<file path="config.mk">
export PLATFORM = sky130hd
export DESIGN_NAME = pseq_preset_sequencer
export DESIGN_NICKNAME = d
export VERILOG_FILES = /design/src/rtl/pseq_preset_sequencer.v
export VERILOG_INCLUDE_DIRS = /design/src /design/src/rtl
export SDC_FILE = /design/constraint.sdc
export NUM_CORES = 1
export LEC_CHECK = 0
export BUFFER_PORTS_ARGS = -buffer_cell sky130_fd_sc_hd__buf_2
export CAP_MARGIN = 40
export CORE_MARGIN = 5
export CORE_UTILIZATION = 60
export CTS_CLUSTER_SIZE = 14
export DETAILED_ROUTE_END_ITERATION = 6
export PLACE_DENSITY = 0.81
export SLEW_MARGIN = 20
export SYNTH_ARGS = -nofsm -noshare
export SYNTH_HDL_FRONTEND = slang
export SYNTH_SLANG_ARGS = --single-unit
</file>
<file path="constraint.sdc">
create_clock -name clk -period 34.5 [get_ports clk]
set_input_delay 3.45 -clock clk [delete_from_list [all_inputs] [get_ports clk]]
set_output_delay 3.45 -clock clk [all_outputs]
set_load 0.05 [all_outputs]
</file>
<file path="src/rtl/pseq_consts.vh">
// constants for the preset power-up sequencer and pin defaults
`ifndef PSEQ_CONSTS_VH
`define PSEQ_CONSTS_VH
// register offsets
`define PSEQ_CTRL_ADDR 8'h00
`define PSEQ_STATUS_ADDR 8'h04
`define PSEQ_SUPEN_ADDR 8'h08
`define PSEQ_GPIO_ADDR 8'h0C
`define PSEQ_SUPPLY_BASE 8'h10
`define PSEQ_PIN_BASE 8'h40
// control bits
`define PSEQ_CTRL_START 0
`define PSEQ_CTRL_STOP 1
// supply register fields
`define PSEQ_SLOT_LSB 10
`define PSEQ_CONV_VSEL_W 7
`define PSEQ_LREG_VSEL_W 5
`define PSEQ_SLOT_OFF 4'h0
`define PSEQ_SLOT_LAST 4'hE
`define PSEQ_SLOT_ACTIVE 4'hF
// preset start slots and voltage codes, supplies 0..3 converters, 4..7 linear
`define PSEQ_CONV1_SLOT 4'h1
`define PSEQ_CONV1_VSEL 7'h0E
`define PSEQ_CONV2_SLOT 4'h0
`define PSEQ_CONV2_VSEL 7'h00
`define PSEQ_CONV3_SLOT 4'h2
`define PSEQ_CONV3_VSEL 7'h26
`define PSEQ_CONV4_SLOT 4'h5
`define PSEQ_CONV4_VSEL 7'h62
`define PSEQ_LREG1_SLOT 4'h3
`define PSEQ_LREG1_VSEL 7'h06
`define PSEQ_LREG2_SLOT 4'h0
`define PSEQ_LREG2_VSEL 7'h16
`define PSEQ_LREG3_SLOT 4'h0
`define PSEQ_LREG3_VSEL 7'h19
`define PSEQ_LREG4_SLOT 4'h4
`define PSEQ_LREG4_VSEL 7'h1A
// pin register fields {debounce, pulldown, pullup, polarity, direction, function}
`define PSEQ_PIN_DIR 4
`define PSEQ_PIN_CFG 5
`define PSEQ_PIN_DB 8
`define PSEQ_PIN_DEF_IN 9'h130
`define PSEQ_PIN_DEF_0 9'h030
`define PSEQ_PIN_DEF_1 9'h111
`define PSEQ_PIN_DEF_2 9'h123
`define PSEQ_PIN_DEF_4 9'h171
`define PSEQ_PIN_DEF_10 9'h123
`define PSEQ_PIN_DEF_11 9'h132
`define PSEQ_PIN_DEF_12 9'h103
// function codes
`define PSEQ_FN_PWRON 4'h1
`define PSEQ_FN_MR 4'h1
`define PSEQ_FN_WAKE 4'h2
`define PSEQ_FN_ALT 4'h3
`define PSEQ_FN_LDOENA 4'h1
`define PSEQ_LDOENA_PIN 6
// timing
`define PSEQ_CLK_PERIOD_PS 10000
`define PSEQ_SLOT_TIME_US 1280
`endif

</file>
<file path="src/rtl/pseq_preset_sequencer.v">
// preset power-up sequencer with supply and pin default registers
//
// Decided for this implementation: the address map and the strobed register port.
`timescale 1ns/1ps
`default_nettype none
`include "pseq_consts.vh"
module pseq_preset_sequencer #(
	parameter SLOT_CYCLES = (`PSEQ_SLOT_TIME_US * 1000000) / `PSEQ_CLK_PERIOD_PS
)(
	input wire clk,
	input wire rst,
	input wire [7:0] addr,
	input wire [31:0] wrData,
	input wire wrStrobe,
	input wire rdStrobe,
	output reg [31:0] rdData,
	input wire oscValid,
	input wire osc32kIn,
	input wire chargeActive,
	input wire lineSwitchOn,
	input wire [12:0] pinIn,
	output reg [12:0] pinOut,
	output reg [12:0] pinOe,
	output reg [7:0] supplyEnable,
	output reg [55:0] supplyVoltageCodes,
	output reg resetOutN
);
////////////////////////////////////////////////////////////////////////////////
// states and pin roles
localparam [3:0] ST_OFF = 4'b0001;
localparam [3:0] ST_WAITOSC = 4'b0010;
localparam [3:0] ST_SEQ = 4'b0100;
localparam [3:0] ST_ACTIVE = 4'b1000;
localparam [2:0] ROLE_GPIO = 3'd0;
localparam [2:0] ROLE_PWRON = 3'd1;
localparam [2:0] ROLE_MR = 3'd2;
localparam [2:0] ROLE_WAKE = 3'd3;
localparam [2:0] ROLE_CHIND = 3'd4;
localparam [2:0] ROLE_LINESW = 3'd5;
localparam [2:0] ROLE_CLK32 = 3'd6;
localparam [2:0] ROLE_LDOENA = 3'd7;
////////////////////////////////////////////////////////////////////////////////
// decoding functions
function [2:0] pinRole;
	input integer idx;
	input [3:0] fn;
	begin
		pinRole = ROLE_GPIO;
		if ((idx == 1 || idx == 3) && fn == `PSEQ_FN_PWRON)
			pinRole = ROLE_PWRON;
		if (idx == 4 && fn == `PSEQ_FN_MR)
			pinRole = ROLE_MR;
		if (idx == 11 && fn == `PSEQ_FN_WAKE)
			pinRole = ROLE_WAKE;
		if (idx == 10 && fn == `PSEQ_FN_ALT)
			pinRole = ROLE_CHIND;
		if (idx == 12 && fn == `PSEQ_FN_ALT)
			pinRole = ROLE_LINESW;
		if (idx == 2 && fn == `PSEQ_FN_ALT)
			pinRole = ROLE_CLK32;
		if (idx == `PSEQ_LDOENA_PIN && fn == `PSEQ_FN_LDOENA)
			pinRole = ROLE_LDOENA;
	end
endfunction

function [10:0] supplyDefault;
	input integer idx;
	begin
		case (idx)
			0: supplyDefault = {`PSEQ_CONV1_SLOT, `PSEQ_CONV1_VSEL};
			1: supplyDefault = {`PSEQ_CONV2_SLOT, `PSEQ_CONV2_VSEL};
			2: supplyDefault = {`PSEQ_CONV3_SLOT, `PSEQ_CONV3_VSEL};
			3: supplyDefault = {`PSEQ_CONV4_SLOT, `PSEQ_CONV4_VSEL};
			4: supplyDefault = {`PSEQ_LREG1_SLOT, `PSEQ_LREG1_VSEL};
			5: supplyDefault = {`PSEQ_LREG2_SLOT, `PSEQ_LREG2_VSEL};
			6: supplyDefault = {`PSEQ_LREG3_SLOT, `PSEQ_LREG3_VSEL};
			default: supplyDefault = {`PSEQ_LREG4_SLOT, `PSEQ_LREG4_VSEL};
		endcase
	end
endfunction

function [8:0] pinDefault;
	input integer idx;
	begin
		case (idx)
			0: pinDefault = `PSEQ_PIN_DEF_0;
			1: pinDefault = `PSEQ_PIN_DEF_1;
			2: pinDefault = `PSEQ_PIN_DEF_2;
			4: pinDefault = `PSEQ_PIN_DEF_4;
			10: pinDefault = `PSEQ_PIN_DEF_10;
			11: pinDefault = `PSEQ_PIN_DEF_11;
			12: pinDefault = `PSEQ_PIN_DEF_12;
			default: pinDefault = `PSEQ_PIN_DEF_IN;
		endcase
	end
endfunction
////////////////////////////////////////////////////////////////////////////////
// synchronisers and simple debounce
reg [15:0] syncA_q;
reg [15:0] syncB_q;
reg [12:0] pinPrev_q;
reg [12:0] pinLevel_q;
wire [12:0] pinSync = syncB_q[12:0];
wire oscValidSync = syncB_q[13];
wire chargeSync = syncB_q[14];
wire lineSwSync = syncB_q[15];
reg osc32kA_q;
reg osc32kB_q;
wire [8:0] pinCfg [0:12];
reg [12:0] pinFilt_q;
wire [12:0] pinValue;

always @(posedge clk or posedge rst)
begin
	if (rst)
	begin
		// pin path starts at the pulled-up idle level, so no false press follows reset
		syncA_q <= 16'h1FFF;
		syncB_q <= 16'h1FFF;
		osc32kA_q <= 1'b0;
		osc32kB_q <= 1'b0;
		pinPrev_q <= 13'h1FFF;
		pinLevel_q <= 13'h1FFF;
	end
	else
	begin
		syncA_q <= {lineSwitchOn, chargeActive, oscValid, pinIn};
		syncB_q <= syncA_q;
		osc32kA_q <= osc32kIn;
		osc32kB_q <= osc32kA_q;
		pinPrev_q <= pinSync;
		pinLevel_q <= pinFilt_q;
	end
end
////////////////////////////////////////////////////////////////////////////////
// configuration registers
reg [3:0] slotCode_q [0:7];
reg [6:0] vsel_q [0:7];
reg [8:0] pinCfg_q [0:12];
reg [12:0] gpioOut_q;
wire wrSupply = wrStrobe && addr >= `PSEQ_SUPPLY_BASE && addr < 8'h30 && addr[1:0] == 2'b00;
wire wrPin = wrStrobe && addr >= `PSEQ_PIN_BASE && addr < 8'h74 && addr[1:0] == 2'b00;
wire [2:0] supplyIdx = {~addr[4], addr[3:2]};
wire [3:0] pinIdx = addr[5:2] - 4'h0;
wire [12:0] pinAsserted;
wire [12:0] roleMr;
wire [12:0] rolePwr;
wire [12:0] roleLdo;

genvar g;
generate
	for (g = 0; g < 8; g = g + 1)
	begin : gSupply
		localparam [10:0] SUP_DEF = supplyDefault(g);
		always @(posedge clk or posedge rst)
		begin
			if (rst)
			begin
				slotCode_q[g] <= SUP_DEF[10:7];
				vsel_q[g] <= SUP_DEF[6:0];
			end
			else if (wrSupply && supplyIdx == g)
			begin
				slotCode_q[g] <= wrData[`PSEQ_SLOT_LSB+3:`PSEQ_SLOT_LSB];
				if (g < 4)
					vsel_q[g] <= wrData[6:0];
				else
					vsel_q[g] <= {2'b00, wrData[4:0]};
			end
		end
	end
	for (g = 0; g < 13; g = g + 1)
	begin : gPin
		wire [2:0] role = pinRole(g, pinCfg_q[g][3:0]);
		wire invRole = role == ROLE_MR || role == ROLE_WAKE || role == ROLE_LDOENA;
		wire activeLow = invRole ? pinCfg_q[g][`PSEQ_PIN_CFG] : ~pinCfg_q[g][`PSEQ_PIN_CFG];
		assign pinCfg[g] = pinCfg_q[g];
		assign pinAsserted[g] = pinCfg_q[g][`PSEQ_PIN_DIR] & (pinLevel_q[g] ^ activeLow);
		assign roleMr[g] = role == ROLE_MR;
		assign rolePwr[g] = role == ROLE_PWRON || role == ROLE_WAKE;
		assign roleLdo[g] = role == ROLE_LDOENA;
		always @(posedge clk or posedge rst)
		begin
			if (rst)
				pinCfg_q[g] <= pinDefault(g);
			else if (wrPin && pinIdx == g)
				pinCfg_q[g] <= wrData[8:0];
		end
		// debounced pins follow only two agreeing samples
		always @(posedge clk or posedge rst)
		begin
			if (rst)
				pinFilt_q[g] <= 1'b1;
			else if (!pinCfg_q[g][`PSEQ_PIN_DB] || pinSync[g] == pinPrev_q[g])
				pinFilt_q[g] <= pinSync[g];
		end
		// output drive, polarity bit picks open drain on outputs
		always @(posedge clk or posedge rst)
		begin
			if (rst)
			begin
				pinOut[g] <= 1'b0;
				pinOe[g] <= 1'b0;
			end
			else if (pinCfg_q[g][`PSEQ_PIN_DIR])
			begin
				pinOut[g] <= 1'b0;
				pinOe[g] <= 1'b0;
			end
			else
			begin
				pinOut[g] <= pinCfg_q[g][`PSEQ_PIN_CFG] ? 1'b0 : pinValue[g];
				pinOe[g] <= pinCfg_q[g][`PSEQ_PIN_CFG] ? ~pinValue[g] : 1'b1;
			end
		end
		assign pinValue[g] = role == ROLE_CHIND ? chargeSync :
			role == ROLE_LINESW ? lineSwSync :
			role == ROLE_CLK32 ? osc32kB_q : gpioOut_q[g];
	end
endgenerate
////////////////////////////////////////////////////////////////////////////////
// start-up sequencer
reg [3:0] state_q;
reg [3:0] slot_q;
reg [16:0] slotTimer_q;
reg slotTick_q;
wire mrActive = |(pinAsserted & roleMr);
wire pwrReq = |(pinAsserted & rolePwr);
wire ldoEnaReq = |(pinAsserted & roleLdo);
wire ctrlStart = wrStrobe && addr == `PSEQ_CTRL_ADDR && wrData[`PSEQ_CTRL_START];
wire ctrlStop = wrStrobe && addr == `PSEQ_CTRL_ADDR && wrData[`PSEQ_CTRL_STOP];
reg [7:0] slotMatch;
reg [7:0] activeMatch;
integer i;
integer j;

always @*
begin
	for (i = 0; i < 8; i = i + 1)
	begin
		slotMatch[i] = slotCode_q[i] == slot_q && slot_q != `PSEQ_SLOT_OFF;
		activeMatch[i] = slotCode_q[i] == `PSEQ_SLOT_ACTIVE;
	end
end

// slot divider gives a one-cycle tick per slot interval
always @(posedge clk or posedge rst)
begin
	if (rst)
	begin
		slotTimer_q <= 17'h00000;
		slotTick_q <= 1'b0;
	end
	else if (state_q != ST_SEQ)
	begin
		// preload one so the first slot lasts as long as the others
		slotTimer_q <= 17'h00001;
		slotTick_q <= 1'b0;
	end
	else if ({15'h0000, slotTimer_q} == SLOT_CYCLES - 1)
	begin
		slotTimer_q <= 17'h00000;
		slotTick_q <= 1'b1;
	end
	else
	begin
		slotTimer_q <= slotTimer_q + 17'h00001;
		slotTick_q <= 1'b0;
	end
end

always @(posedge clk or posedge rst)
begin
	if (rst)
	begin
		state_q <= ST_OFF;
		slot_q <= `PSEQ_SLOT_OFF;
		supplyEnable <= 8'h00;
	end
	else if (mrActive || ctrlStop)
	begin
		state_q <= ST_OFF;
		slot_q <= `PSEQ_SLOT_OFF;
		supplyEnable <= 8'h00;
	end
	else
	begin
		case (state_q)
			ST_OFF:
				if (pwrReq || ctrlStart)
					state_q <= ST_WAITOSC;
			ST_WAITOSC:
				if (oscValidSync)
				begin
					state_q <= ST_SEQ;
					slot_q <= 4'h1;
				end
			ST_SEQ:
			begin
				supplyEnable <= supplyEnable | slotMatch;
				if (slotTick_q)
				begin
					if (slot_q == `PSEQ_SLOT_LAST)
					begin
						state_q <= ST_ACTIVE;
						slot_q <= `PSEQ_SLOT_ACTIVE;
						supplyEnable <= supplyEnable | slotMatch | activeMatch;
					end
					else
						slot_q <= slot_q + 4'h1;
				end
			end
			ST_ACTIVE:
				if (wrStrobe && addr == `PSEQ_SUPEN_ADDR)
					supplyEnable <= wrData[7:0];
				else if (ldoEnaReq)
					supplyEnable[4] <= 1'b1;
			default:
				state_q <= ST_OFF;
		endcase
	end
end

// reset output follows the active state, a valid 32 kHz oscillator and a released MR pin
always @(posedge clk or posedge rst)
begin
	if (rst)
		resetOutN <= 1'b0;
	else
		resetOutN <= state_q == ST_ACTIVE && oscValidSync && !mrActive;
end
////////////////////////////////////////////////////////////////////////////////
// register port
wire wrSupplyRange = addr >= `PSEQ_SUPPLY_BASE && addr < 8'h30 && addr[1:0] == 2'b00;
wire wrPinRange = addr >= `PSEQ_PIN_BASE && addr < 8'h74 && addr[1:0] == 2'b00;

always @(posedge clk or posedge rst)
begin
	if (rst)
	begin
		gpioOut_q <= 13'h0000;
		rdData <= 32'h00000000;
		supplyVoltageCodes <= 56'h00000000000000;
	end
	else
	begin
		if (wrStrobe && addr == `PSEQ_GPIO_ADDR)
			gpioOut_q <= wrData[12:0];
		for (j = 0; j < 8; j = j + 1)
			supplyVoltageCodes[j*7 +: 7] <= vsel_q[j];
		rdData <= 32'h00000000;
		if (rdStrobe)
		begin
			if (addr == `PSEQ_STATUS_ADDR)
				rdData <= {23'h000000, oscValidSync, slot_q, state_q};
			else if (addr == `PSEQ_SUPEN_ADDR)
				rdData <= {24'h000000, supplyEnable};
			else if (addr == `PSEQ_GPIO_ADDR)
				rdData <= {19'h00000, pinFilt_q};
			else if (wrSupplyRange)
				rdData <= {18'h00000, slotCode_q[supplyIdx], 3'b000, vsel_q[supplyIdx]};
			else if (wrPinRange)
				rdData <= {23'h000000, pinCfg[pinIdx]};
		end
	end
end

endmodule // pseq_preset_sequencer
`default_nettype wire

</file>
Word-level counts from Yosys, hierarchy flattened --
Index checks and enable logic that the tools add are counted.
Word-level totals: bits in registers 424, bits of input ports 61, output and inout port bits 123, word-level logic and storage cells 524
Operators by class: add/sub/neg operators 2, magnitude comparators 6, eq/ne operators 129, multiplexer cells 130, bitwise logic cells 60, reductions and logical operators 113
Operator list (count):
- 32-bit two-way mux | 5
- 3-bit == test (second input constant) | 36
- 1-bit two-way mux | 90
- 4-bit == test (second input constant) | 15
- 3-bit by 2-bit == test with 1-bit output (second input constant) | 18
- 4-bit two-way mux | 12
- 1-bit logical AND | 46
- 13-bit AND | 3
- 1-bit logical OR | 39
- 13-bit OR reduction | 3
- 9-bit binary-select mux with 4-bit select | 1
- 17-bit two-way mux | 2
- 4-bit == test | 8
- 4-bit by 2-bit == test with 1-bit output (second input constant) | 7
- 3-bit by 1-bit == test with 1-bit output (second input constant) | 9
- 9-bit two-way mux | 3
- 1-bit NOT | 27
- 4-bit by 1-bit == test with 1-bit output (second input constant) | 6
- 8-bit two-way mux | 3
- 7-bit binary-select mux with 3-bit select | 1
- 4-bit by 3-bit == test with 1-bit output (second input constant) | 5
- 17-bit by 1-bit adder with 17-bit output (second input constant) | 1
- 17-bit == test (second input constant) | 1
- 8-bit by 4-bit == test with 1-bit output (second input constant) | 2
- other kinds (35) | 97

Longest topological paths before layout --
depth in word-level cells 14, gate-level depth with buffers 10, mapped depth without buffers 7

Least setup slack after synthesis --
OpenSTA, ideal clock, no wires.
path kind input -> register, start input port addr[2], end register rdData[7], setup time 0.131 ns, data arrival time 4.795 ns, data required time 34.369 ns, path slack 29.573 ns, stages on the path 6, buffers on the path 2, cell sequence buf_4 buf_6 mux4_2 mux2_2 o2111ai_1 o21ai_0
On the way: longest elaborated chain between the ends 10, elaborated cells on any way between the ends 21, classes of those cells order compare (4); eq/ne (3); mux (9); bitwise (1); reduce/logical (4)
Ends and longest elaborated chain:
- start: declaration | line pseq_preset_sequencer.v:12 | input wire [7:0] addr,
- 4-bit NOT with 5-bit output (not written as such) | line pseq_preset_sequencer.v:363 | rdData <= {23'h000000, pinCfg[pinIdx]};
- 9-bit binary-select mux with 4-bit select | line pseq_preset_sequencer.v:363
- 9-bit two-way mux (not written as such) (2 in series) | line pseq_preset_sequencer.v:363
- 9-bit two-way mux | line pseq_preset_sequencer.v:362 | else if (wrPinRange)
- 32-bit two-way mux | line pseq_preset_sequencer.v:360 | else if (wrSupplyRange)
- 32-bit two-way mux | line pseq_preset_sequencer.v:358 | else if (addr == `PSEQ_GPIO_ADDR)
- 32-bit two-way mux | line pseq_preset_sequencer.v:356 | else if (addr == `PSEQ_SUPEN_ADDR)
- 32-bit two-way mux * | line pseq_preset_sequencer.v:354 | if (addr == `PSEQ_STATUS_ADDR)
- 32-bit two-way mux * | line pseq_preset_sequencer.v:352 | if (rdStrobe)
- end signal: assignment | line pseq_preset_sequencer.v:355 | rdData <= {23'h000000, oscValidSync, slot_q, state_q};
- end signal: assignment | line pseq_preset_sequencer.v:357 | rdData <= {24'h000000, supplyEnable};
- end signal: assignment | line pseq_preset_sequencer.v:359 | rdData <= {19'h00000, pinFilt_q};
- end: declaration | line pseq_preset_sequencer.v:16 | output reg [31:0] rdData,
Mark *: on every way between the ends. The rest lies on a longest branch, timed or not. The select of a mux whose other input is x is not followed. A chain may end at the register's enable or synchronous reset.

Final worst setup path --
Same ends and word-level chain as after synthesis.

==> out/qor.txt <==
Post-CTS Setup Bufs - 0
Cell Int Power - 810 uW
DIE AREA - 32,600 um2
PostCTS Resize Cnt - 0
Residual DRC - 0
Max-cap violations - 0
Post-synth EDFFs - 0
P_leak - 0.00894 uW
H-Tree Depth - 2
Pre-CTS WS - 28.25 ns
Post-route minimum period - 5.71 ns
ANT cells - 0
Library cells used by synthesis - 65
F_max - 175 MHz
DR WL/cell - 23.6 um
VDD IR max - 0.0465 mV
Yosys top cell by area - dfrtp_1
Ys Warns - 0
GR Overflow Total - 0
Worst Path Max Fanout - 45
CTS Buf Count - 41
Layout cells sized above 1 - 43.1%
Dominant synthesized flop cell - dfrtp_1
Setup TNS - 0 ns
CTS tree - yes
GRT Resource Usage Total - 26.8%
Area contributors post-synth - dfrtp_1 (39%), dfstp_2 (19%), mux2_2 (15%), mux4_2 (3.6%), a21oi_1 (2.1%)
Hold buffers post-CTS - 0
Core area - 28,700 um2
Avg Vias per Cell - 6.24
Yosys reg bits - 398
Starting density of the core - 60.9%
# nets final - 1,510
Clock Path Buffers - 3
Final antenna-violating net count - 0
Top cells by count, synth - dfrtp_1 (270), mux2_2 (225), dfstp_2 (128), nor2_1 (87), a21oi_1 (73)
Final Hold Viols - 0
Sequential area share after synthesis - 57.9%
Total routed wirelength - 43,900 um
Critical path capture point type - register
Clock sink count - 398
PortBufs - 139
Post-synthesis cell area - 17,500 um2
Unrepaired setup endpoints after global routing - false
Seq pwr share - 47.6%
Final cycle utilization of the critical path - 16.5%
Pre-Repair DR Iteration Count - 5
Most frequent cell after synthesis - dfrtp_1
Clk pwr share - 40.9%
Clk slew on worst S/H paths - 0.06 ns
Status - finished, final reports clean
Post-synth top area share - 38.7%
Worst EP arrival - 6.05 ns
Post-DP HPWL - 28,900 um
Vias in the first global route - 11,900
CP Data Required Time - 34.84 ns
Net Sw Frac - 26.2%
Post-synthesis cell count - 1,327
Slew Viols, Final - 0
Largest net degree at the start of global routing - 186
Final setup skew - 0.0223 ns
Root Buffer - clkbuf_16
PwrDens - 55.7 nW/um2
Tot Pwr - 1100 uW
GPL Wtd Cong - 0.910
Worst min path class - reg2reg
Clock latency on the worst-skew pair - 0.55 ns
Via count - 11,600
Combinational Power Share - 11.5%
Worst slew pin tran - 0.955 ns
Io pins - 184
Synth-to-Final Area Change - 12.8%
Number of antenna violations at the first check in global routing - 1
Asr flop ratio synth - 100%
PnR worst setup slack - 28.79 ns
Row count - 62
DRT iter0 DRCs - 1,254
Crit path kind - in2reg
Worst rel slew slack - 36.3%
Syn_area_per_cell - 13.2 um2
DIE HEIGHT - 181 um
Crit path launch type - input pin
Sw power - 288 uW
Die width - 181 um
Global-route wire length before repair - 69,500 um
Final setup viols - 0
## final timing paths
kind,start,to,cells after the start,slack [ns]
setup / recovery,addr[2],rdData[7]$_DFF_PP0_,6,28.79
min in group asynchronous,rst,supplyVoltageCodes[12]$_DFF_PP0_,2,2.86
setup reg to reg,slot_q[0]$_DFFE_PP0P_,supplyEnable[4]$_DFFE_PP0P_,7,32.07
max in group asynchronous,rst,syncB_q[12]$_DFF_PP1_,5,30.13
hold reg to reg,osc32kA_q$_DFF_PP0_,osc32kB_q$_DFF_PP0_,0,0.35
hold / removal,osc32kA_q$_DFF_PP0_,osc32kB_q$_DFF_PP0_,0,0.35
## worst max-delay path: stages
cell	delay, ns
buf_4	0.45
buf_4	0.73
mux4_2	0.62
mux2_2	0.30
o2111ai_1	0.21
o21ai_0	0.25
## per-layer routing
metal / up-vias / part of all wire, % / track usage, %
met2: 555 / 48 / 42.8
met5: - / 0.030 / 0
met4: 2 / 3.7 / 9.65
li1: 4960 / - / -
met3: 117 / 8.4 / 5.17
met1: 5975 / 40 / 37.2
## logic make-up after synthesis
logic type      after synthesis  share of synthesized area, %
buf+inv                     112                          3.77
other cells                   1                        0.0215
mux                         280                          19.7
xor+xnor                     44                          2.21
simple gates                305                          9.71
fa+ha+maj                     4                         0.287
compound gates              183                          6.40
flops                       398                          57.9
## registers in the layout, indices dropped and copies added, names as in the netlist, 13 cells and up
signal              cells
gpioOut_q              13
pinCfg                117
pinFilt_q              13
pinOe                  13
pinOut                 13
pinPrev_q              13
rdData                 14
slotCode_q             32
slotTimer_q            17
supplyVoltageCodes     48
syncA_q                16
syncB_q                16
vsel_q                 48
## layout by cell type, fill, tap and decap left out, drive strengths merged, types with 28 or more instances in the layout
| cell type | count |
|---|---|
| mux2 | 225 |
| mux4 | 28 |
| dfrtp | 270 |
| dfstp | 128 |
| buf | 157 |
| nor3 | 29 |
| a21oi | 73 |
| nor2 | 98 |
| nand3 | 39 |
| o21ai | 36 |
| nand2 | 30 |
| clkbuf | 61 |
| xnor2 | 28 |
## power groups by stage
stage | logic (uW) | registers (uW) | clock network, uW
finish | 126 | 523 | 449
global placement | 113 | 531 | 0
CTS | 125 | 521 | 456
floorplan | 88.0 | 531 | 0
global route | 135 | 525 | 476
detailed placement | 124 | 529 | 0
## stage by stage
step / utilization (%) / cells / area, um2 / hold slack [ns]
3_5_place_dp: 63.8 / 1785 / 18300 / 0.337
5_1_grt: 68.7 / 1861 / 19700 / 0.359
2_1_floorplan: - / 1352 / 17600 / 0.331
3_3_place_gp: 63.4 / 1777 / 18200 / 0.336
4_1_cts: 68.6 / 1860 / 19700 / 0.355
6_report: 68.7 / 1861 / 19700 / 0.353
## cell type report
cell class                 count  area, um2
tap                          384        480
timing repair buffer         157        898
sequential                   398      10100
clock inverter                14        145
multi-input combinational    842       6790
clock buffer                  61       1250
fill                        1962       8990
inverter                       5       26.3
Power figures use the tool's default switching activity.
